===== src/logic/link_exchange_pkg.sv =====
// shared constants, types and helpers for the link exchange block
package link_exchange_pkg;
  // clock and bit timing
  localparam int CLK_PERIOD_PS = 4000; // 250 MHz system clock
  localparam int TX_BIT_NS = 100; // start-up bit period, 10 Mbps
  localparam int TX_DIV = TX_BIT_NS * 1000 / CLK_PERIOD_PS; // clocks per sent bit
  localparam int DISC_NS = 1000; // silence that counts as disconnect
  localparam int DISC_CYCLES = DISC_NS * 1000 / CLK_PERIOD_PS; // longest time, rounds down
  // character layout
  localparam int DATA_BITS = 8; // payload bits of a data character
  localparam int CTRL_BITS = 2; // payload bits of a control character
  localparam logic [1:0] CODE_FCT = 2'h0; // flow control token
  localparam logic [1:0] CODE_EOP = 2'h1; // end of packet
  localparam logic [1:0] CODE_EEP = 2'h2; // error end of packet
  localparam logic [1:0] CODE_ESC = 2'h3; // escape
  localparam logic [7:0] HOST_EOP = 8'h00; // host coding of end of packet
  localparam logic [7:0] HOST_EEP = 8'h01; // host coding of error end of packet
  // flow control
  localparam int CREDIT_PER_FCT = 8; // characters granted per token
  localparam int CREDIT_MAX = 56; // credit ceiling
  localparam int CREDIT_W = 7; // credit counter width
  localparam int FCT_PEND_W = 4; // outstanding token request counter width
  localparam logic [CREDIT_W-1:0] CREDIT_RESET = 7'h00; // credit after reset

  // next character chosen for the wire
  typedef enum logic [1:0] {SEL_ESC, SEL_NULLFCT, SEL_FCT, SEL_NCHAR} txSel_t;

  // odd parity over previous payload bits and current flag
  function automatic logic oddParity(input logic prevXor, input logic flag);
    return ~(prevXor ^ flag);
  endfunction : oddParity
endpackage : link_exchange_pkg


===== src/logic/char_channels.sv =====
// character channels between the exchange logic and the bit engines
`timescale 1ns/10ps
interface tx_char_if;
  logic ctrl; // offered character is control
  logic [7:0] data; // payload, control code in low bits
  logic taken; // pulse: serialiser latched the offer
  modport producer (output ctrl, output data, input taken);
  modport consumer (input ctrl, input data, output taken);
endinterface : tx_char_if

interface rx_char_if;
  logic valid; // pulse: parity-checked character
  logic ctrl; // character is control
  logic [7:0] data; // payload, control code in low bits
  logic parityErr; // pulse: parity check failed
  logic bitEdge; // pulse: transition on data or strobe
  modport producer (output valid, output ctrl, output data, output parityErr, output bitEdge);
  modport consumer (input valid, input ctrl, input data, input parityErr, input bitEdge);
endinterface : rx_char_if


===== src/logic/ds_receiver.sv =====
// data-strobe deserialiser, holds each character until its parity is known
`timescale 1ns/10ps
module ds_receiver (
  input wire logic clk, // system clock
  input wire logic rst_n, // synchronous reset, active low
  input wire logic enable, // low clears the receiver
  input wire logic dataIn, // data pin, asynchronous
  input wire logic strobeIn, // strobe pin, asynchronous
  rx_char_if.producer chan // checked characters out
);
  import link_exchange_pkg::*;

  logic dMeta_q, dSync_q, sMeta_q, sSync_q; // pin synchronisers
  logic rxClk; // recovered bit clock level
  logic rxClkPrev_q; // last recovered level
  logic edgeSeen; // a bit arrived
  logic [3:0] cnt_q; // bit index in character
  logic isCtrl_q; // current character is control
  logic parBit_q; // received parity bit
  logic [7:0] accum_q; // payload being collected
  logic accXor_q; // running xor of payload
  logic prevXor_q; // xor of previous payload
  logic pendValid_q; // completed character awaiting check
  logic pendCtrl_q; // its flag
  logic [7:0] pendData_q; // its payload
  logic [3:0] lastIdx; // index of last payload bit

  // two flip-flops before anything reads the pins
  always_ff @(posedge clk) begin
    if (!rst_n) begin
      dMeta_q <= 1'b0;
      dSync_q <= 1'b0;
      sMeta_q <= 1'b0;
      sSync_q <= 1'b0;
    end else begin
      dMeta_q <= dataIn;
      dSync_q <= dMeta_q;
      sMeta_q <= strobeIn;
      sSync_q <= sMeta_q;
    end
  end

  assign rxClk = dSync_q ^ sSync_q;
  assign edgeSeen = enable && (rxClk != rxClkPrev_q);
  assign chan.bitEdge = edgeSeen;
  assign lastIdx = isCtrl_q ? 4'(CTRL_BITS + 1) : 4'(DATA_BITS + 1);

  // recovered clock history
  always_ff @(posedge clk) begin
    if (!rst_n || !enable) begin
      rxClkPrev_q <= 1'b0;
    end else begin
      rxClkPrev_q <= rxClk;
    end
  end

  // bit collection and parity check, one character late
  always_ff @(posedge clk) begin
    if (!rst_n || !enable) begin
      cnt_q <= 4'h0;
      isCtrl_q <= 1'b0;
      parBit_q <= 1'b0;
      accum_q <= 8'h00;
      accXor_q <= 1'b0;
      prevXor_q <= 1'b0;
      pendValid_q <= 1'b0;
      pendCtrl_q <= 1'b0;
      pendData_q <= 8'h00;
      chan.valid <= 1'b0;
      chan.ctrl <= 1'b0;
      chan.data <= 8'h00;
      chan.parityErr <= 1'b0;
    end else begin
      chan.valid <= 1'b0;
      chan.parityErr <= 1'b0;
      if (edgeSeen) begin
        if (cnt_q == 4'h0) begin
          parBit_q <= dSync_q;
          cnt_q <= 4'h1;
        end else if (cnt_q == 4'h1) begin
          isCtrl_q <= dSync_q;
          accum_q <= 8'h00;
          accXor_q <= 1'b0;
          cnt_q <= 4'h2;
          pendValid_q <= 1'b0;
          if (oddParity(prevXor_q, dSync_q) != parBit_q) begin
            chan.parityErr <= 1'b1; // pending character is dropped
          end else if (pendValid_q) begin
            chan.valid <= 1'b1;
            chan.ctrl <= pendCtrl_q;
            chan.data <= pendData_q;
          end
        end else begin
          accum_q[3'(cnt_q - 4'h2)] <= dSync_q;
          accXor_q <= accXor_q ^ dSync_q;
          if (cnt_q == lastIdx) begin
            pendValid_q <= 1'b1;
            pendCtrl_q <= isCtrl_q;
            pendData_q <= accum_q;
            pendData_q[3'(cnt_q - 4'h2)] <= dSync_q;
            prevXor_q <= accXor_q ^ dSync_q;
            cnt_q <= 4'h0;
          end else begin
            cnt_q <= cnt_q + 4'h1;
          end
        end
      end
    end
  end
endmodule : ds_receiver


===== src/logic/ds_transmitter.sv =====
// data-strobe serialiser with parity generation
`timescale 1ns/10ps
module ds_transmitter #(
  parameter int DIV = link_exchange_pkg::TX_DIV // clocks per bit
) (
  input wire logic clk, // system clock
  input wire logic rst_n, // synchronous reset, active low
  input wire logic enable, // low holds lines at zero
  tx_char_if.consumer chan, // character offers
  output logic dataOut, // data line
  output logic strobeOut // strobe line
);
  import link_exchange_pkg::*;
  localparam int DW = (DIV > 1) ? $clog2(DIV) : 1;

  // refuse a divider the bit engine cannot serve
  if (DIV < 2) begin : g_bad_div
    $error("ds_transmitter: DIV must be at least 2");
  end

  logic [DW-1:0] divCnt_q; // bit period divider
  logic bitTick; // one-cycle bit enable
  logic [8:0] shift_q; // flag and payload still to send
  logic [3:0] left_q; // bits left after the current one
  logic prevXor_q; // parity share of last payload
  logic newBit; // bit leaving at this tick
  logic [8:0] loadBits; // flag first, payload lsb first
  logic loadPar; // parity of the offered character

  assign bitTick = enable && (divCnt_q == DW'(DIV - 1));
  assign chan.taken = bitTick && (left_q == 4'h0);

  // bit rate divider
  always_ff @(posedge clk) begin
    if (!rst_n || !enable) begin
      divCnt_q <= '0;
    end else if (bitTick) begin
      divCnt_q <= '0;
    end else begin
      divCnt_q <= divCnt_q + 1'b1;
    end
  end

  // framing of the offered character
  always_comb begin
    loadBits = chan.ctrl ? {6'h00, chan.data[1:0], 1'b1} : {chan.data, 1'b0};
    loadPar = oddParity(prevXor_q, chan.ctrl);
    newBit = (left_q == 4'h0) ? loadPar : shift_q[0];
  end

  // character shifter, next character loaded right after the last bit
  always_ff @(posedge clk) begin
    if (!rst_n || !enable) begin
      shift_q <= '0;
      left_q <= 4'h0;
      prevXor_q <= 1'b0; // first parity then comes out zero for a control character
    end else if (bitTick) begin
      if (left_q == 4'h0) begin
        shift_q <= loadBits;
        left_q <= chan.ctrl ? 4'(CTRL_BITS + 1) : 4'(DATA_BITS + 1);
        prevXor_q <= chan.ctrl ? ^chan.data[1:0] : ^chan.data;
      end else begin
        shift_q <= {1'b0, shift_q[8:1]};
        left_q <= left_q - 4'h1;
      end
    end
  end

  // line coding: strobe toggles when data repeats
  always_ff @(posedge clk) begin
    if (!rst_n || !enable) begin
      dataOut <= 1'b0;
      strobeOut <= 1'b0;
    end else if (bitTick) begin
      dataOut <= newBit;
      strobeOut <= (newBit == dataOut) ? ~strobeOut : strobeOut;
    end
  end
endmodule : ds_transmitter


===== src/logic/link_exchange.sv =====
// exchange-level character handling and credit flow control for a ds link
`timescale 1ns/10ps
module link_exchange #(
  parameter int CREDIT_LIMIT = link_exchange_pkg::CREDIT_MAX, // credit ceiling
  parameter int BIT_DIV = link_exchange_pkg::TX_DIV // clocks per sent bit
) (
  input wire logic clk, // system clock, 250 MHz
  input wire logic rst_n, // synchronous reset, active low
  // line pins
  input wire logic dataIn, // incoming data pin
  input wire logic strobeIn, // incoming strobe pin
  output logic dataOut, // outgoing data pin
  output logic strobeOut, // outgoing strobe pin
  // link control
  input wire logic rxEnable, // receiver enabled by link control
  input wire logic txEnable, // transmitter enabled, nulls at least
  input wire logic fctAllowed, // tokens may be sent
  input wire logic ncharAllowed, // normal characters may be sent
  // host transmit
  input wire logic fctRequest, // pulse: host has room for eight more
  input wire logic txValid, // host offers a character
  input wire logic txFlag, // host character is a marker
  input wire logic [7:0] txData, // host character payload
  output logic txReady, // holding register free
  // host receive
  output logic rxValid, // pulse: character for host
  output logic rxFlag, // host character is a marker
  output logic [7:0] rxData, // host character payload
  // status
  output logic nullSeen, // pulse: null received
  output logic firstNull, // level: a null has arrived
  output logic fctSeen, // pulse: token received
  output logic [link_exchange_pkg::CREDIT_W-1:0] creditCount, // transmit credit
  output logic parityError, // pulse: parity failure
  output logic escapeError, // pulse: bad escape sequence
  output logic disconnectError, // pulse: line went silent
  output logic creditError, // pulse: token discarded, it would take credit past the ceiling
  output logic emptyPacketError // pulse: marker right after marker
);
  import link_exchange_pkg::*;
  localparam logic [CREDIT_W-1:0] LIMIT = CREDIT_W'(CREDIT_LIMIT);
  localparam logic [CREDIT_W-1:0] STEP = CREDIT_W'(CREDIT_PER_FCT);
  localparam int DCW = $clog2(DISC_CYCLES + 1);

  // refuse a ceiling below the minimum or beyond the counter
  if (CREDIT_LIMIT < CREDIT_MAX || CREDIT_LIMIT >= (1 << CREDIT_W)) begin : g_bad_limit
    $error("link_exchange: CREDIT_LIMIT out of range");
  end

  tx_char_if txc (); // offers to the serialiser
  rx_char_if rxc (); // checked characters from the line

  // receive side state
  logic escPending_q; // last received character was escape
  logic lastWasEnd_q; // last delivered character was a marker
  logic fctEvt; // token received, qualified
  logic discArmed_q; // disconnect watch running
  logic [DCW-1:0] idle_q; // cycles without a transition

  // transmit side state
  logic [FCT_PEND_W-1:0] fctPend_q; // outstanding token requests
  logic escSent_q; // escape of a null is on the wire
  logic hold_q; // host character held
  logic holdFlag_q; // its flag
  logic [7:0] holdData_q; // its payload
  logic holdLoad; // host write accepted
  logic creditInc; // token raises credit
  logic creditDec; // character spends credit
  txSel_t sel; // next character kind

  // line decoder
  ds_receiver ds_receiver_inst (
    .clk(clk),
    .rst_n(rst_n),
    .enable(rxEnable),
    .dataIn(dataIn),
    .strobeIn(strobeIn),
    .chan(rxc.producer)
  );

  // line encoder
  ds_transmitter #(.DIV(BIT_DIV)) ds_transmitter_inst (
    .clk(clk),
    .rst_n(rst_n),
    .enable(txEnable),
    .chan(txc.consumer),
    .dataOut(dataOut),
    .strobeOut(strobeOut)
  );

  // the receiver runs on clk too, so the token pulse is already in the
  // transmitter's domain: one pulse, one credit step
  assign fctEvt = rxc.valid && firstNull && !escPending_q && rxc.ctrl
    && (rxc.data[1:0] == CODE_FCT);

  // receive classification of checked characters
  always_ff @(posedge clk) begin
    if (!rst_n || !rxEnable) begin
      escPending_q <= 1'b0;
      lastWasEnd_q <= 1'b0;
      firstNull <= 1'b0;
      nullSeen <= 1'b0;
      fctSeen <= 1'b0;
      rxValid <= 1'b0;
      rxFlag <= 1'b0;
      rxData <= 8'h00;
      escapeError <= 1'b0;
      emptyPacketError <= 1'b0;
    end else begin
      // pulses last one cycle
      nullSeen <= 1'b0;
      fctSeen <= 1'b0;
      rxValid <= 1'b0;
      escapeError <= 1'b0;
      emptyPacketError <= 1'b0;
      if (rxc.valid) begin
        if (escPending_q) begin
          // second half of an escape sequence
          escPending_q <= 1'b0;
          if (rxc.ctrl && rxc.data[1:0] == CODE_FCT) begin
            nullSeen <= 1'b1;
            firstNull <= 1'b1;
          end else if (firstNull) begin
            escapeError <= 1'b1;
          end
        end else if (rxc.ctrl && rxc.data[1:0] == CODE_ESC) begin
          escPending_q <= 1'b1;
        end else if (firstNull) begin
          // before the first null everything but escapes is ignored
          if (fctEvt) begin
            fctSeen <= 1'b1;
          end else begin
            rxValid <= 1'b1;
            rxFlag <= rxc.ctrl;
            if (rxc.ctrl) begin
              rxData <= (rxc.data[1:0] == CODE_EEP) ? HOST_EEP : HOST_EOP;
              emptyPacketError <= lastWasEnd_q;
            end else begin
              rxData <= rxc.data;
            end
            lastWasEnd_q <= rxc.ctrl;
          end
        end
      end
    end
  end

  // parity failures count only once a null has been seen
  always_ff @(posedge clk) begin
    if (!rst_n || !rxEnable) begin
      parityError <= 1'b0;
    end else begin
      parityError <= rxc.parityErr && firstNull;
    end
  end

  // disconnect watch, armed by the first transition on either line
  always_ff @(posedge clk) begin
    if (!rst_n || !rxEnable) begin
      discArmed_q <= 1'b0;
      idle_q <= '0;
      disconnectError <= 1'b0;
    end else begin
      disconnectError <= 1'b0;
      if (rxc.bitEdge) begin
        discArmed_q <= 1'b1;
        idle_q <= '0;
      end else if (discArmed_q) begin
        // silence too long
        if (idle_q == DCW'(DISC_CYCLES - 1)) begin
          disconnectError <= 1'b1;
          discArmed_q <= 1'b0;
          idle_q <= '0;
        end else begin
          idle_q <= idle_q + 1'b1;
        end
      end
    end
  end

  // next character: pending token, then normal character, else null
  always_comb begin
    sel = SEL_ESC;
    if (escSent_q) begin
      sel = SEL_NULLFCT; // finish the null first
    end else if (fctAllowed && fctPend_q != '0) begin
      sel = SEL_FCT;
    end else if (ncharAllowed && hold_q && creditCount != '0) begin
      sel = SEL_NCHAR;
    end
    // default offer is a null escape
    txc.ctrl = 1'b1;
    txc.data = {6'h00, CODE_ESC};
    case (sel)
      SEL_NULLFCT, SEL_FCT: begin
        txc.data = {6'h00, CODE_FCT};
      end
      SEL_NCHAR: begin
        txc.ctrl = holdFlag_q;
        txc.data = holdFlag_q ? {6'h00, holdData_q[0] ? CODE_EEP : CODE_EOP} : holdData_q;
      end
      default: begin
        txc.data = {6'h00, CODE_ESC}; // null keeps the link alive
      end
    endcase
  end

  // null sequencing: escape is always followed by a token
  always_ff @(posedge clk) begin
    if (!rst_n || !txEnable) begin
      escSent_q <= 1'b0;
    end else if (txc.taken) begin
      escSent_q <= (sel == SEL_ESC);
    end
  end

  // outstanding token requests, one token out per request, requests beyond 15 pending are dropped
  always_ff @(posedge clk) begin
    if (!rst_n || !txEnable) begin
      fctPend_q <= '0;
    end else begin
      // request in, token out
      case ({fctRequest && fctPend_q != '1, txc.taken && sel == SEL_FCT})
        2'b10: fctPend_q <= fctPend_q + 1'b1;
        2'b01: fctPend_q <= fctPend_q - 1'b1;
        default: fctPend_q <= fctPend_q;
      endcase
    end
  end

  // host holding register, one character deep keeps packet order
  assign holdLoad = txValid && txReady;
  always_ff @(posedge clk) begin
    if (!rst_n || !txEnable) begin
      hold_q <= 1'b0;
      holdFlag_q <= 1'b0;
      holdData_q <= 8'h00;
      txReady <= 1'b0;
    end else begin
      // write and take never coincide
      if (holdLoad) begin
        hold_q <= 1'b1;
        holdFlag_q <= txFlag;
        holdData_q <= txData;
        txReady <= 1'b0;
      end else if (txc.taken && sel == SEL_NCHAR) begin
        hold_q <= 1'b0;
        txReady <= 1'b1;
      end else begin
        txReady <= !hold_q;
      end
    end
  end

  // credit count: up by eight per token, down by one per character
  assign creditInc = fctEvt && (creditCount <= LIMIT - STEP);
  assign creditDec = txc.taken && (sel == SEL_NCHAR);
  always_ff @(posedge clk) begin
    if (!rst_n || !txEnable) begin
      creditCount <= CREDIT_RESET;
      creditError <= 1'b0;
    end else begin
      creditError <= fctEvt && !creditInc; // token discarded
      // both at once nets seven
      case ({creditInc, creditDec})
        2'b10: creditCount <= creditCount + STEP;
        2'b01: creditCount <= creditCount - 1'b1;
        2'b11: creditCount <= creditCount + STEP - 1'b1;
        default: creditCount <= creditCount;
      endcase
    end
  end
endmodule : link_exchange


===== config.mk =====
export PLATFORM = sky130hd
export DESIGN_NAME = link_exchange
export DESIGN_NICKNAME = d
export VERILOG_FILES = /design/src/logic/link_exchange_pkg.sv /design/src/logic/char_channels.sv /design/src/logic/ds_receiver.sv /design/src/logic/ds_transmitter.sv /design/src/logic/link_exchange.sv
export SDC_FILE = /design/constraint.sdc
export NUM_CORES = 1
export LEC_CHECK = 0
export ABC_AREA = 1
export BUFFER_PORTS_ARGS = -buffer_cell sky130_fd_sc_hd__buf_4
export CORE_ASPECT_RATIO = 1.1
export CORE_MARGIN = 4
export CORE_UTILIZATION = 35
export CTS_BUF_LIST = sky130_fd_sc_hd__clkbuf_8
export CTS_CLUSTER_SIZE = 14
export DETAILED_ROUTE_END_ITERATION = 12
export PLACE_DENSITY = 0.64
export SLEW_MARGIN = 15
export SYNTH_ARGS = -nofsm -noshare
export SYNTH_HDL_FRONTEND = slang
export SYNTH_SLANG_ARGS = --single-unit

===== constraint.sdc =====
create_clock -name clk -period 2.95 [get_ports clk]
set_clock_uncertainty 0.1 [all_clocks]
set_input_delay 0.295 -clock clk [delete_from_list [all_inputs] [get_ports clk]]
set_output_delay 0.295 -clock clk [all_outputs]
set_load 0.05 [all_outputs]

; Word-level counts from Yosys, hierarchy flattened
; Cells that the tools add are included.
[classes]
addsub = 10
n_lt_le_gt_ge = 3
eq_ne = 18
n_mux = 44
n_bitwise = 18
n_reduce_logical = 61
[op_table]
columns = operator, count
row1 = $mux W8, 4
row2 = $mux W4, 6
row3 = $mux W1, 23
row4 = $pmux W7 S3, 1
row5 = $logic_and A1 B1 Y1, 20
row6 = $mux W9, 2
row7 = $pmux W8 S2, 1
row8 = $eq A2 B2 Y1 const B, 7
row9 = $not A1 Y1, 14
row10 = $sub A7 B1 Y7 const B, 2
row11 = $reduce_and A5 Y1, 2
row12 = $reduce_or A5 Y1, 2
row13 = $reduce_and A3 Y1, 3
row14 = $add A4 B1 Y4 const B, 2
row15 = $add A8 B1 Y8 const B, 1
row16 = $bwmux W8, 1
row17 = $eq A8 B8 Y1 const B, 1
row18 = $logic_not A4 Y1, 2
row19 = $mux W2, 4
row20 = $pmux W4 S2, 1
row21 = $reduce_and A2 Y1, 4
row22 = $reduce_or A2 Y1, 4
row23 = $reduce_or A4 Y1, 2
row24 = $reduce_xor A8 Y1, 1
row25 = 27 further kinds, 44
[totals]
regBits = 114
output_inout_bits = 28

; Depth between registers and ports, before layout
; Gate-level depths: netlist of run 1.
[logic_depth]
word_depth = 12
depth_mapped = 18
ltp_nobuf = 18

; Modules after synthesis
; Synthesis of run 1 repeated with hierarchy kept, for this count alone.
[unflattened]
cells_unflattened = 781
area_unflattened_um2 = 5818.1
[modules_own_cells]
columns = mod, instances, cells_each, area_per_inst_um2, seq_area_each_um2
row1 = link_exchange, 1, 341, 2479.9, 1021.0
row2 = ds_receiver, 1, 272, 2092.0, 840.8
row3 = ds_transmitter, 1, 168, 1246.2, 420.4

; Least setup slack after synthesis of run 1
; Ideal clock, no wire load.
[synth_timing]
kind = reg-to-reg
from = register ds_transmitter_inst.divCnt_q[0]
to = register fctPend_q[3]
setup_time_ns = 0.119
arrival_time_ns = 2.401
required_time_ns = 2.731
slack_ns = 0.329
path_stages_with_launch = 19
n_path_buf = 0
period_less_slack_ns = 2.621
cell_sequence = dfxtp_1 > inv_1 > ha_1 > inv_1 > nor2_1 > nand4_2 > inv_1 > nand2_1 > nor3_1 > ha_1 > ha_1 > nand2_1 > nor2_1 > a211oi_1 > nor2_1 > nor2_1 > nand2_1 > o21ai_0 > a21oi_1
[synth_via]
elab_chain_len = 6
[synth_lines]
columns = item, line_no
row1 = start: declaration, ds_transmitter.sv:21  ; logic [DW-1:0] divCnt_q;
row2 = start signal: assignment, ds_transmitter.sv:40  ; divCnt_q <= divCnt_q + 1'b1;
row3 = $eq A5 B5 Y1 (*), ds_transmitter.sv:30  ; assign bitTick = enable && (divCnt_q == DW'(DIV - 1));
row4 = $logic_and A1 B1 Y1 (*), ds_transmitter.sv:30
row5 = $logic_and A1 B1 Y1 (*), ds_transmitter.sv:31  ; assign chan.taken = bitTick && (left_q == 4'h0);
row6 = $logic_and A1 B1 Y1 (*), link_exchange.sv:223  ; case ({fctRequest && fctPend_q != '1, txc.taken && sel == SEL_FCT})
row7 = $eq A2 B1 Y1 or $eq A2 B2 Y1 (tied branches), link_exchange.sv:223
row8 = $pmux W4 S2 or $reduce_bool A2 Y1 (tied branches), n/a
row9 = end signal: assignment, link_exchange.sv:224  ; 2'b10: fctPend_q <= fctPend_q + 1'b1;
row10 = end signal: assignment, link_exchange.sv:225  ; 2'b01: fctPend_q <= fctPend_q - 1'b1;
row11 = end signal: assignment, link_exchange.sv:226  ; default: fctPend_q <= fctPend_q;
row12 = end: declaration, link_exchange.sv:61  ; logic [FCT_PEND_W-1:0] fctPend_q;
; Every way passes the cells marked *; elsewhere a longest branch is shown, timed or not.
; A chain may end at the register's enable or synchronous reset.

; Final worst setup path of run 1
; Ends and elaborated chain as after synthesis.

==> summary.md, run 1 <==
| Metric | Value |
|---|---|
| Fin crit share | between 80% and 90% |
| Crit path max-delay cell type | dfxtp_1 |
| Post-synthesis cell count | 708 |
| Vias | 4542 |
| Compound-gate portion of the synthesized area | 15.4% |
| Final number of setup-violating endpoints | 0 |
| Max incr delay on CP | 340 ps |
| Clock Sink Count | 114 |
| Total grt overflow | 0 |
| Root Buffer | clkbuf_8 |
| Layout cells sized above 1 | between 10% and 20% |
| Average wire per standard cell | 11.2 um |
| DP Worst Slack | 276 ps |
| Async SR Flop Fraction | 0% |
| Design Area, Final | a little over 6000 sq um |
| Post-layout nets | 800 |
| CP required | 3180 ps |
| Synth-to-layout area growth | 20.4% |
| Simple-Gate Fraction of Synth Area | 25.8% |
| Max Buffers Root-to-Sink | 2 |
| Initial antenna violation count | 0 |
| First-pass DRT Iterations | 4 |
| Top-area cell type share of the netlist area | 44.1% |
| Largest net degree at the start of global routing | 32 |
| DP Area | approximately 5700 sq um |
| Total length of routed wires | between 10000 and 15000 um |
| Synth Area in XOR/XNOR | 2.88% |
| Chip Width | 124 um |
| Final hold violations | 0 |
| Critical Path End | fctPend_q[3] |
| Largest family of logic cells by synthesized area | simple AND/OR/NAND/NOR gates |
| Avg Cell Area, Syn | 7.31 sq um |
| Post-route ant nets | 0 |
| Register area share after synthesis | 44.1% |
| Final core occ | 43.1% |
| Antenna cells | 0 |
| Worst Path Max Fanout | 4 |
| Max-Cap Viols | 0 |
| Maximum level of the CTS H-tree | 4 |
| Reg2reg end | fctPend_q[3] |
| Final Max Tran Viols | 0 |
| First-pass GRT wire length | ~19000 um |
| Top FF cell, synth | dfxtp_1 |
| Cell taking the most area after synthesis | dfxtp_1 |
| Actual slew at the worst max-slew pin | 656 ps |
| Core area | around 14000 sq um |
| Peak VDD IR | 325 uV |
| DR iter-0 viols | 261 |
| Critical Path Start Type | flip-flop |
| F_max | roughly 390 MHz |
| Top-Level Pins | 47 |
| Syn_nets | 741 |
| Vias in the first global route | 4149 |
| Synth Area in Adders | 3.53% |
| Hold Path Class | input pin to flip-flop |
| Setup CP Type | flip-flop to flip-flop |
| Leakage power | 2.51 nW |
| Status | finished clean |
| Die area | 16800 sq um |
| CP startpoint | ds_transmitter_inst.divCnt_q[0] |
| Vias per cell | between 4 and 5 |
| Total GRT Usage | between 10 and 15% |
| Post-DP HPWL | ~7600 um |
| Num CTS Buffers | 17 |
| Mux contribution to synthesized area | 0% |
| Critical path arrival | about 2800 ps |
| Ranking of synthesized cells by area | dfxtp_1 44%, nand2_1 9.9%, nor2_1 6.7% |
| R2R setup slack | 370 ps |
| Post-synth top cells | 136 x nand2_1, 114 x dfxtp_1, 92 x nor2_1 |
| Reg clk slew, reported paths | 70 ps |
| Worst Hold Launch | txData[7] |
| Count leader, synth | nand2_1 |
| Yosys warns | 0 |
| Row count | 46 |
| Unique masters post-synth | 42 |
| Die Y | about 140 um |
| Fin crit period | 2580 ps |
| Synth Register Bits | 114 |
| P per Cell Area | 522 nW/um^2 |
| CP cell instances | inv_1 -> ha_1 -> inv_1 -> nor2_1 -> nand4_2 -> inv_1 -> nand2_2 -> nor3_2 -> ha_2 -> ha_1 -> nand2_1 -> nor2_1 -> a211oi_2 -> nor2_1 -> nor2_1 -> nand2_1 -> o21ai_1 -> a21oi_1 |
| Clock Latency Late Sink | approximately 440 ps |
| Starting density of the core | 35.8% |
| GP Congestion | 0.846 |
| Fin Setup TNS | 0 ps |
| Post-route DRC | 0 |
| CTS tree | yes |
| Final Total Pwr | 0.00325 W |
| Rel. slew slack | 55.9% |
| Port-buffer cells | 46 |
| Post-synth EDFFs | 0 |
| Mapped cell area | 5180 sq um |
| CP most frequent cell | nor2_1 |
| Worst reg2reg path depth | 18 |
| FF-to-FF Start | ds_transmitter_inst.divCnt_q[0] |
| CP endpoint kind | flip-flop |
| Fin worst setup slack | 371 ps |
-- sequential cells by signal, indices dropped and copies added, names as in the netlist, 5 cells and up --
register / count
ds_receiver_inst.chan.data: 8
rxData: 8
ds_receiver_inst.accum_q: 8
ds_receiver_inst.pendData_q: 8
creditCount: 7
idle_q: 8
ds_transmitter_inst.shift_q: 9
holdData_q: 8
ds_transmitter_inst.divCnt_q: 5
-- critical path: cells and delay by family (launching register included) --
| family | cells | cell delay [ps] |
|---|---|---|
| AND/OR/NAND/NOR | 9 | 790 |
| buffers and inverters | 3 | 230 |
| flip-flops | 1 | 340 |
| AO/OA/AOI/OAI | 3 | 350 |
| adder cells (fa/ha/maj) | 3 | 650 |
-- final cells by class --
| type | instances | area (sq um) |
|---|---|---|
| Clock buffer | 20 | 275 |
| Clock inverter | 12 | 156 |
| Fill cell | 1526 | 8210 |
| Inverter | 91 | 342 |
| Multi-Input combinational cell | 484 | 2480 |
| Sequential cell | 114 | 2280 |
| Tap cell | 192 | 240 |
| Timing Repair Buffer | 59 | 458 |
-- report_power, final --
| group | switching, W | total [W] | internal (W) |
|---|---|---|---|
| combinational | 0.0000805 | 0.000130 | 0.0000498 |
| sequential | 0.00000898 | 0.00156 | 0.00155 |
| clock | 0.000661 | 0.00156 | 0.000903 |
-- routing by layer --
| metal | track usage [%] | up-vias | part of all wire, % |
|---|---|---|---|
| li1 | - | 2430 | - |
| met1 | 16.7 | 2020 | 46 |
| met2 | 22.5 | 77 | 47 |
| met3 | 3.76 | 15 | 5.2 |
| met4 | 6.76 | 0 | 1.7 |
| met5 | 0 | - | 0 |
-- cell families (layout without fill, tap and decap cells) --
logic type	after synthesis	count (layout)
DFF	114	114
and+or+nand+nor	307	307
AOI/OAI and AO/OA	146	146
adders and majority gates	14	14
xor gates and xnor gates	17	17
buffers and inverters	110	182
-- what timing repair did --
action	CTS	global route
gates resized for setup	0	5
hold endpoints to repair	5	0
endpoints found under the setup margin	0	1
hold buffers	6	0
setup buffers	0	1
-- through the flow --
step / hold WS, ps / instances
3_3_place_gp: 302 / 933
2_1_floorplan: 290 / 708
3_5_place_dp: 307 / 933
6_report: 34.3 / 972
5_1_grt: 12.4 / 972
4_1_cts: 3.25 / 971
-- cells in the final DEF (no fill, tap or decap), drive strengths merged, types with 2 or more instances in the layout --
cell type	count
a211oi	2
a21oi	55
a22oi	3
a31oi	4
buf	53
bufinv	3
clkbuf	20
clkinv	5
clkinvlp	3
dfxtp	114
dlygate4sd3	6
ha	13
inv	92
nand2	138
nand3	39
nand4	9
nor2	103
nor3	12
nor4	2
o211ai	4
o21ai	64
o22ai	7
or2	3
xnor2	7
xor2	10
-- worst min-delay path by stage --
stage | end | depth (start not counted)
after floorplan | ds_receiver_inst.dSync_q | 2
after global placement | ds_receiver_inst.sSync_q | 2
after detailed placement | ds_receiver_inst.dSync_q | 2
after CTS | holdData_q[3] | 3
after global routing | holdData_q[3] | 3
final | holdData_q[7] | 3
Power figures use the tool's default switching activity.
==> run 2: changes to the inputs <==
CORE_UTILIZATION = 50   (was 35)
HOLD_SLACK_MARGIN = 0.15   (was default)
PLACE_DENSITY = 0.81   (was 0.64)
SLEW_MARGIN = 20   (was 15)
==> summary.md, run 2 (synthesis gave the netlist of run 1 again) <==
| Metric | Value |
|---|---|
| Chip Width | 105 um |
| Clock Latency Late Sink | 440 ps |
| Core area | between 9000 and 10000 sq um |
| DR iter-0 viols | 207 |
| Max FFs per register | 9 |
| Comb pwr share | 4.2% |
| Post-DP HPWL | 7940 um |
| Register name with the most flops | ds_transmitter_inst.shift_q |
| Max-Cap Viols | 0 |
| Fin Setup TNS | 0 ps |
| Critical Path Start Type | flip-flop |
| Total length of routed wires | roughly 11000 um |
| Post-cts resize count | 0 |
| Rel. slew slack | 57.9% |
| Root Buffer | clkbuf_8 |
| Switching Fraction | around 22% |
| Critical path arrival | between 2000 and 3000 ps |
| First-pass DRT Iterations | 7 |
| Vias in the first global route | ~4700 |
| Num CTS Buffers | 17 |
| RSZ-0062 raised after global routing | no |
| Antenna cells | 0 |
| Commonest non-fill, non-tap cell in the layout | nand2_1 |
| Actual slew at the worst max-slew pin | 631 ps |
| Final number of setup-violating endpoints | 0 |
| Cell internal pwr | 0.00266 W |
| Hold Slack | 229 ps |
| CP cell instances | inv_1 -> ha_1 -> nand2_2 -> nor2_4 -> nand2_1 -> nor3_1 -> ha_1 -> ha_1 -> nand2_1 -> nor2_1 -> a211oi_1 -> nor2_1 -> nor2_1 -> nand2_1 -> o21ai_0 -> a21oi_1 |
| Average wire per standard cell | 12.3 um |
| F_max | between 300 and 400 MHz |
| Fin crit period | 2660 ps |
| Leakage power | about 2.6 nW |
| Final hold violations | 0 |
| Port-buffer cells | 46 |
| Vias | roughly 4800 |
| Status | finished clean |
| Clk pwr share | 49.8% |
| Seq pwr share | 46.0% |
| Layout cells sized above 1 | 13.7% |
| CP endpoint kind | flip-flop |
| Sw power | 0.000733 W |
| Top-Level Pins | 47 |
| CTS tree | yes |
| Post-route ant nets | 0 |
| Maximum level of the CTS H-tree | 4 |
| Setup CP Type | flip-flop to flip-flop |
| Starting density of the core | 51.9% |
| Row count | 38 |
| Fin crit share | 90.1% |
| Reg clk slew, reported paths | 70 ps |
| GP Congestion | 0.860 |
| CP required | 3170 ps |
| Initial antenna violation count | 0 |
| Post-route DRC | 0 |
| Worst Path Max Fanout | 5 |
| Final Total Pwr | approximately 0.0034 W |
| Vias per cell | 5.30 |
| Die Y | 115 um |
| Synth-to-layout area growth | 21.0% |
| Largest net degree at the start of global routing | 32 |
| Total grt overflow | 0 |
| Max Buffers Root-to-Sink | 2 |
| Top Family by Delay on Critical Path | simple AND/OR/NAND/NOR gates |
| Hold Path Class | input pin to flip-flop |
| P per Cell Area | approximately 540 nW/um^2 |
| Max incr delay on CP | 300 ps |
| Total GRT Usage | 19.3% |
| Clock Sink Count | 114 |
| Peak VDD IR | 306 uV |
| Commonest non-fill, non-tap cells in the layout | 136 x nand2_1, 114 x dfxtp_1, 92 x nor2_1, 88 x inv_1, 57 x o21ai_0 |
| Final Max Tran Viols | 0 |
| First-pass GRT wire length | between 15000 and 20000 um |
| Crit path max-delay cell type | dfxtp_1 |
| Post-layout nets | 810 |
| Buf/Inv on CP | 1 |
| Die area | 12100 sq um |
==> run 2: path summary, 6_finish.rpt <==
path / startpoint / endpoint / slack, ps / cells after the start
worst max register to register: ds_transmitter_inst.left_q[0] / fctPend_q[3] / 290 / 16
worst max-delay path: ds_transmitter_inst.left_q[0] / fctPend_q[3] / 290 / 16
worst min register to register: ds_receiver_inst.sMeta_q / ds_receiver_inst.sSync_q / 320 / 2
worst min-delay path: ncharAllowed / escSent_q / 230 / 6
==> run 2: metrics by stage <==
step	area [sq um]	instances	setup slack [ps]	util [%]
detailed placement	5630	861	158	56.4
floorplan	5180	708	329	-
global route	6260	910	19.4	62.7
CTS	6250	908	173	62.6
finish	6260	910	292	62.7
global placement	5630	861	337	56.4
==> run 2: worst register-to-register path, delay by kind of cell, from the launching register on <==
kind	cells	cell delay [ps]
compound gates	3	480
flops	1	300
simple gates	9	860
buf+inv	1	110
fa+ha+maj	3	720
==> run 2: timing repair <==
action,in CTS,in global routing
hold endpoints to repair,15,0
endpoints found under the setup margin,0,1
setup buffers,0,2
hold buffers,15,0
==> run 2: area by class of cell <==
class / count / area (sq um)
Fill cell: 873 / 3720
Multi-Input combinational cell: 484 / 2460
Sequential cell: 114 / 2280
Timing Repair Buffer: 69 / 556
Inverter: 91 / 342
Clock buffer: 19 / 262
Clock inverter: 13 / 209
Tap cell: 120 / 150
==> run 2: routing by layer <==
| metal | track usage [%] | part of all wire, % | wire length (um) |
|---|---|---|---|
| met1 | 20.3 | 41 | 4650 |
| met2 | 35.6 | 52 | 5840 |
| met3 | 5.95 | 4.9 | 547 |
| met4 | 8.75 | 1.6 | 176 |
| met5 | 0 | 0 | 0 |
==> run 2: power by group through the flow <==
stage / sequential [W] / combinational, W / clock [W]
2_1_floorplan: 0.00160 / 0.0000793 / 0
3_3_place_gp: 0.00159 / 0.000120 / 0
3_5_place_dp: 0.00159 / 0.000125 / 0
4_1_cts: 0.00156 / 0.000141 / 0.00172
5_1_grt: 0.00156 / 0.000159 / 0.00180
6_report: 0.00156 / 0.000142 / 0.00169
==> run 3: changes to the inputs <==
SKIP_LAST_GASP = 1   (was default)
clock period = 3.1 ns   (was 2.95 ns; I/O delays follow)
==> summary.md, run 3 (synthesis gave the netlist of run 1 again) <==
| Metric | Value |
|---|---|
| Antenna cells | 0 |
| Design Area, Final | 6240 sq um |
| Row count | 38 |
| Final Max Tran Viols | 0 |
| Die Y | roughly 110 um |
| Hold EP | ds_receiver_inst.cnt_q[3] |
| First-pass GRT wire length | 20100 um |
| Post-DP HPWL | 8010 um |
| Fin Setup TNS | 0 ps |
| Hold Slack | ~180 ps |
| Actual slew at the worst max-slew pin | between 600 and 700 ps |
| Total grt overflow | 0 |
| Core area | ~10000 sq um |
| Reg2reg end | fctPend_q[3] |
| Max incr delay on CP | approximately 340 ps |
| Post-cts resize count | 0 |
| Crit path max-delay cell type | dfxtp_1 |
| Final Total Pwr | 0.00320 W |
| Status | finished clean |
| Top Family by Delay on Critical Path | simple AND/OR/NAND/NOR gates |
| Port-buffer cells | 46 |
| Layout cells sized above 1 | between 10 and 15% |
| Vias | 4764 |
| CTS tree | yes |
| Register name with the most flops | ds_transmitter_inst.shift_q |
| Die area | 12100 sq um |
| Clock Sink Count | 114 |
| Vias per cell | 5.25 |
| Root Buffer | clkbuf_8 |
| Fin crit period | 2760 ps |
| Worst Path Max Fanout | 4 |
| FF-to-FF Start | ds_transmitter_inst.divCnt_q[0] |
| Hold-critical path depth | 5 |
| RSZ-0062 raised after global routing | no |
| Max FFs per register | 9 |
| CP endpoint kind | flip-flop |
| Total length of routed wires | 11500 um |
| Setup CP Type | flip-flop to flip-flop |
| Maximum level of the CTS H-tree | 4 |
| Clock Latency Late Sink | 430 ps |
| Total GRT Usage | just over 20% |
| Post-layout nets | 808 |
| Commonest non-fill, non-tap cells in the layout | 136 x nand2_1, 114 x dfxtp_1, 92 x nor2_1, 86 x inv_1, 57 x o21ai_0 |
| Worst Hold Launch | rxEnable |
| CP required | around 3300 ps |
| DR iter-0 viols | 184 |
| Max Buffers Root-to-Sink | 2 |
| Critical path arrival | between 2000 and 3000 ps |
| Post-route DRC | 0 |
| Max-Cap Viols | 0 |
| P per Cell Area | 513 nW/um^2 |
| Buf/Inv on CP | 3 |
| Num CTS Buffers | 17 |
| CP cell instances | inv_1 -> ha_1 -> inv_1 -> nor2_1 -> nand4_2 -> inv_1 -> nand2_1 -> nor3_1 -> ha_1 -> ha_1 -> nand2_1 -> nor2_1 -> a211oi_1 -> nor2_1 -> nor2_1 -> nand2_1 -> o21ai_0 -> a21oi_1 |
| Post-route ant nets | 0 |
| Starting density of the core | 51.9% |
| Fin crit share | 88.9% |
| Worst reg2reg path depth | 18 |
| DP Area | about 5600 sq um |
| Critical Path Start Type | flip-flop |
| Average wire per standard cell | 12.6 um |
| F_max | 363 MHz |
| Top-Level Pins | 47 |
| GP Congestion | about 0.88 |
| Reg clk slew, reported paths | approximately 70 ps |
| Initial antenna violation count | 0 |
| Commonest non-fill, non-tap cell in the layout | nand2_1 |
| Final hold violations | 0 |
| Rel. slew slack | 54.4% |
| First-pass DRT Iterations | 4 |
| Vias in the first global route | a little under 5000 |
| Largest net degree at the start of global routing | 32 |
| Peak VDD IR | 315 uV |
| R2R setup slack | between 300 and 400 ps |
| Chip Width | 105 um |
| Final number of setup-violating endpoints | 0 |
| CP most frequent cell | nor2_1 |
| Hold Path Class | input pin to flip-flop |
| Synth-to-layout area growth | 20.4% |
| Leakage power | 2.55 nW |
run 3: cell count changes in the layout (fill, tap and decap cells not counted), sizes merged:
cell         before  now
buf              54   53
clkbuf           19   18
inv              93   90
dlygate4sd3      15   14
clkinvlp          1    5
run 3: worst reg2reg max path, stage by stage, from the launching register on:
cell and delay (ps):
dfxtp_1 340, inv_1 70, ha_1 140, inv_1 40, nor2_1 130, nand4_2 110
inv_1 100, nand2_1 150, nor3_1 190, ha_1 220, ha_1 280, nand2_1 70
nor2_1 40, a211oi_1 250, nor2_1 70, nor2_1 90, nand2_1 70, o21ai_0 150
a21oi_1 50
run 3: worst max path at each step:
stage | start | endpoint | slack (ps) | cells past startpoint
after floorplan | ds_transmitter_inst.divCnt_q[0] | fctPend_q[3] | 480 | 18
after global placement | ds_transmitter_inst.left_q[0] | fctPend_q[3] | 380 | 16
after detailed placement | ds_transmitter_inst.left_q[0] | fctPend_q[3] | 220 | 16
after CTS | ds_transmitter_inst.left_q[0] | fctPend_q[3] | 180 | 16
after global routing | ds_transmitter_inst.divCnt_q[0] | fctPend_q[3] | 30 | 18
final | ds_transmitter_inst.divCnt_q[0] | fctPend_q[3] | 340 | 18
run 3: stage by stage:
stage          util (%)  instances  worst slack, ps
2_1_floorplan         -        708              479
3_3_place_gp       56.3        860              377
3_5_place_dp       56.3        860              224
4_1_cts            62.3        906              182
5_1_grt            62.5        908             29.3
6_report           62.5        908              343
run 3: timing repair:
item / CTS / global route
hold endpoints to repair: 14 / 0
buffers inserted: 0 / 2
endpoints found under the setup margin: 0 / 1
hold buffers: 14 / 0
run 3: layer usage:
metal	vias to the layer above	wire length [um]	track usage, %	share of wire [%]
met2	100	6080	37.7	53
met5	-	0	0	0
met1	2212	4770	21.6	42
li1	2437	-	-	-
met3	15	503	5.33	4.4
met4	0	134	7.96	1.2
run 3: layout make-up:
cell class / count / area (sq um)
Fill cell: 866 / 3750
Multi-Input combinational cell: 484 / 2460
Sequential cell: 114 / 2280
Timing Repair Buffer: 67 / 538
Inverter: 91 / 342
Clock buffer: 18 / 248
Clock inverter: 14 / 211
Tap cell: 120 / 150
run 3: report_power, final:
| part | switching (W) | internal [W] | total, W |
|---|---|---|---|
| clock | 0.000606 | 0.000973 | 0.00158 |
| sequential | 0.00000932 | 0.00148 | 0.00148 |
| combinational | 0.0000804 | 0.0000538 | 0.000134 |
| total | 0.000696 | 0.00250 | 0.00320 |
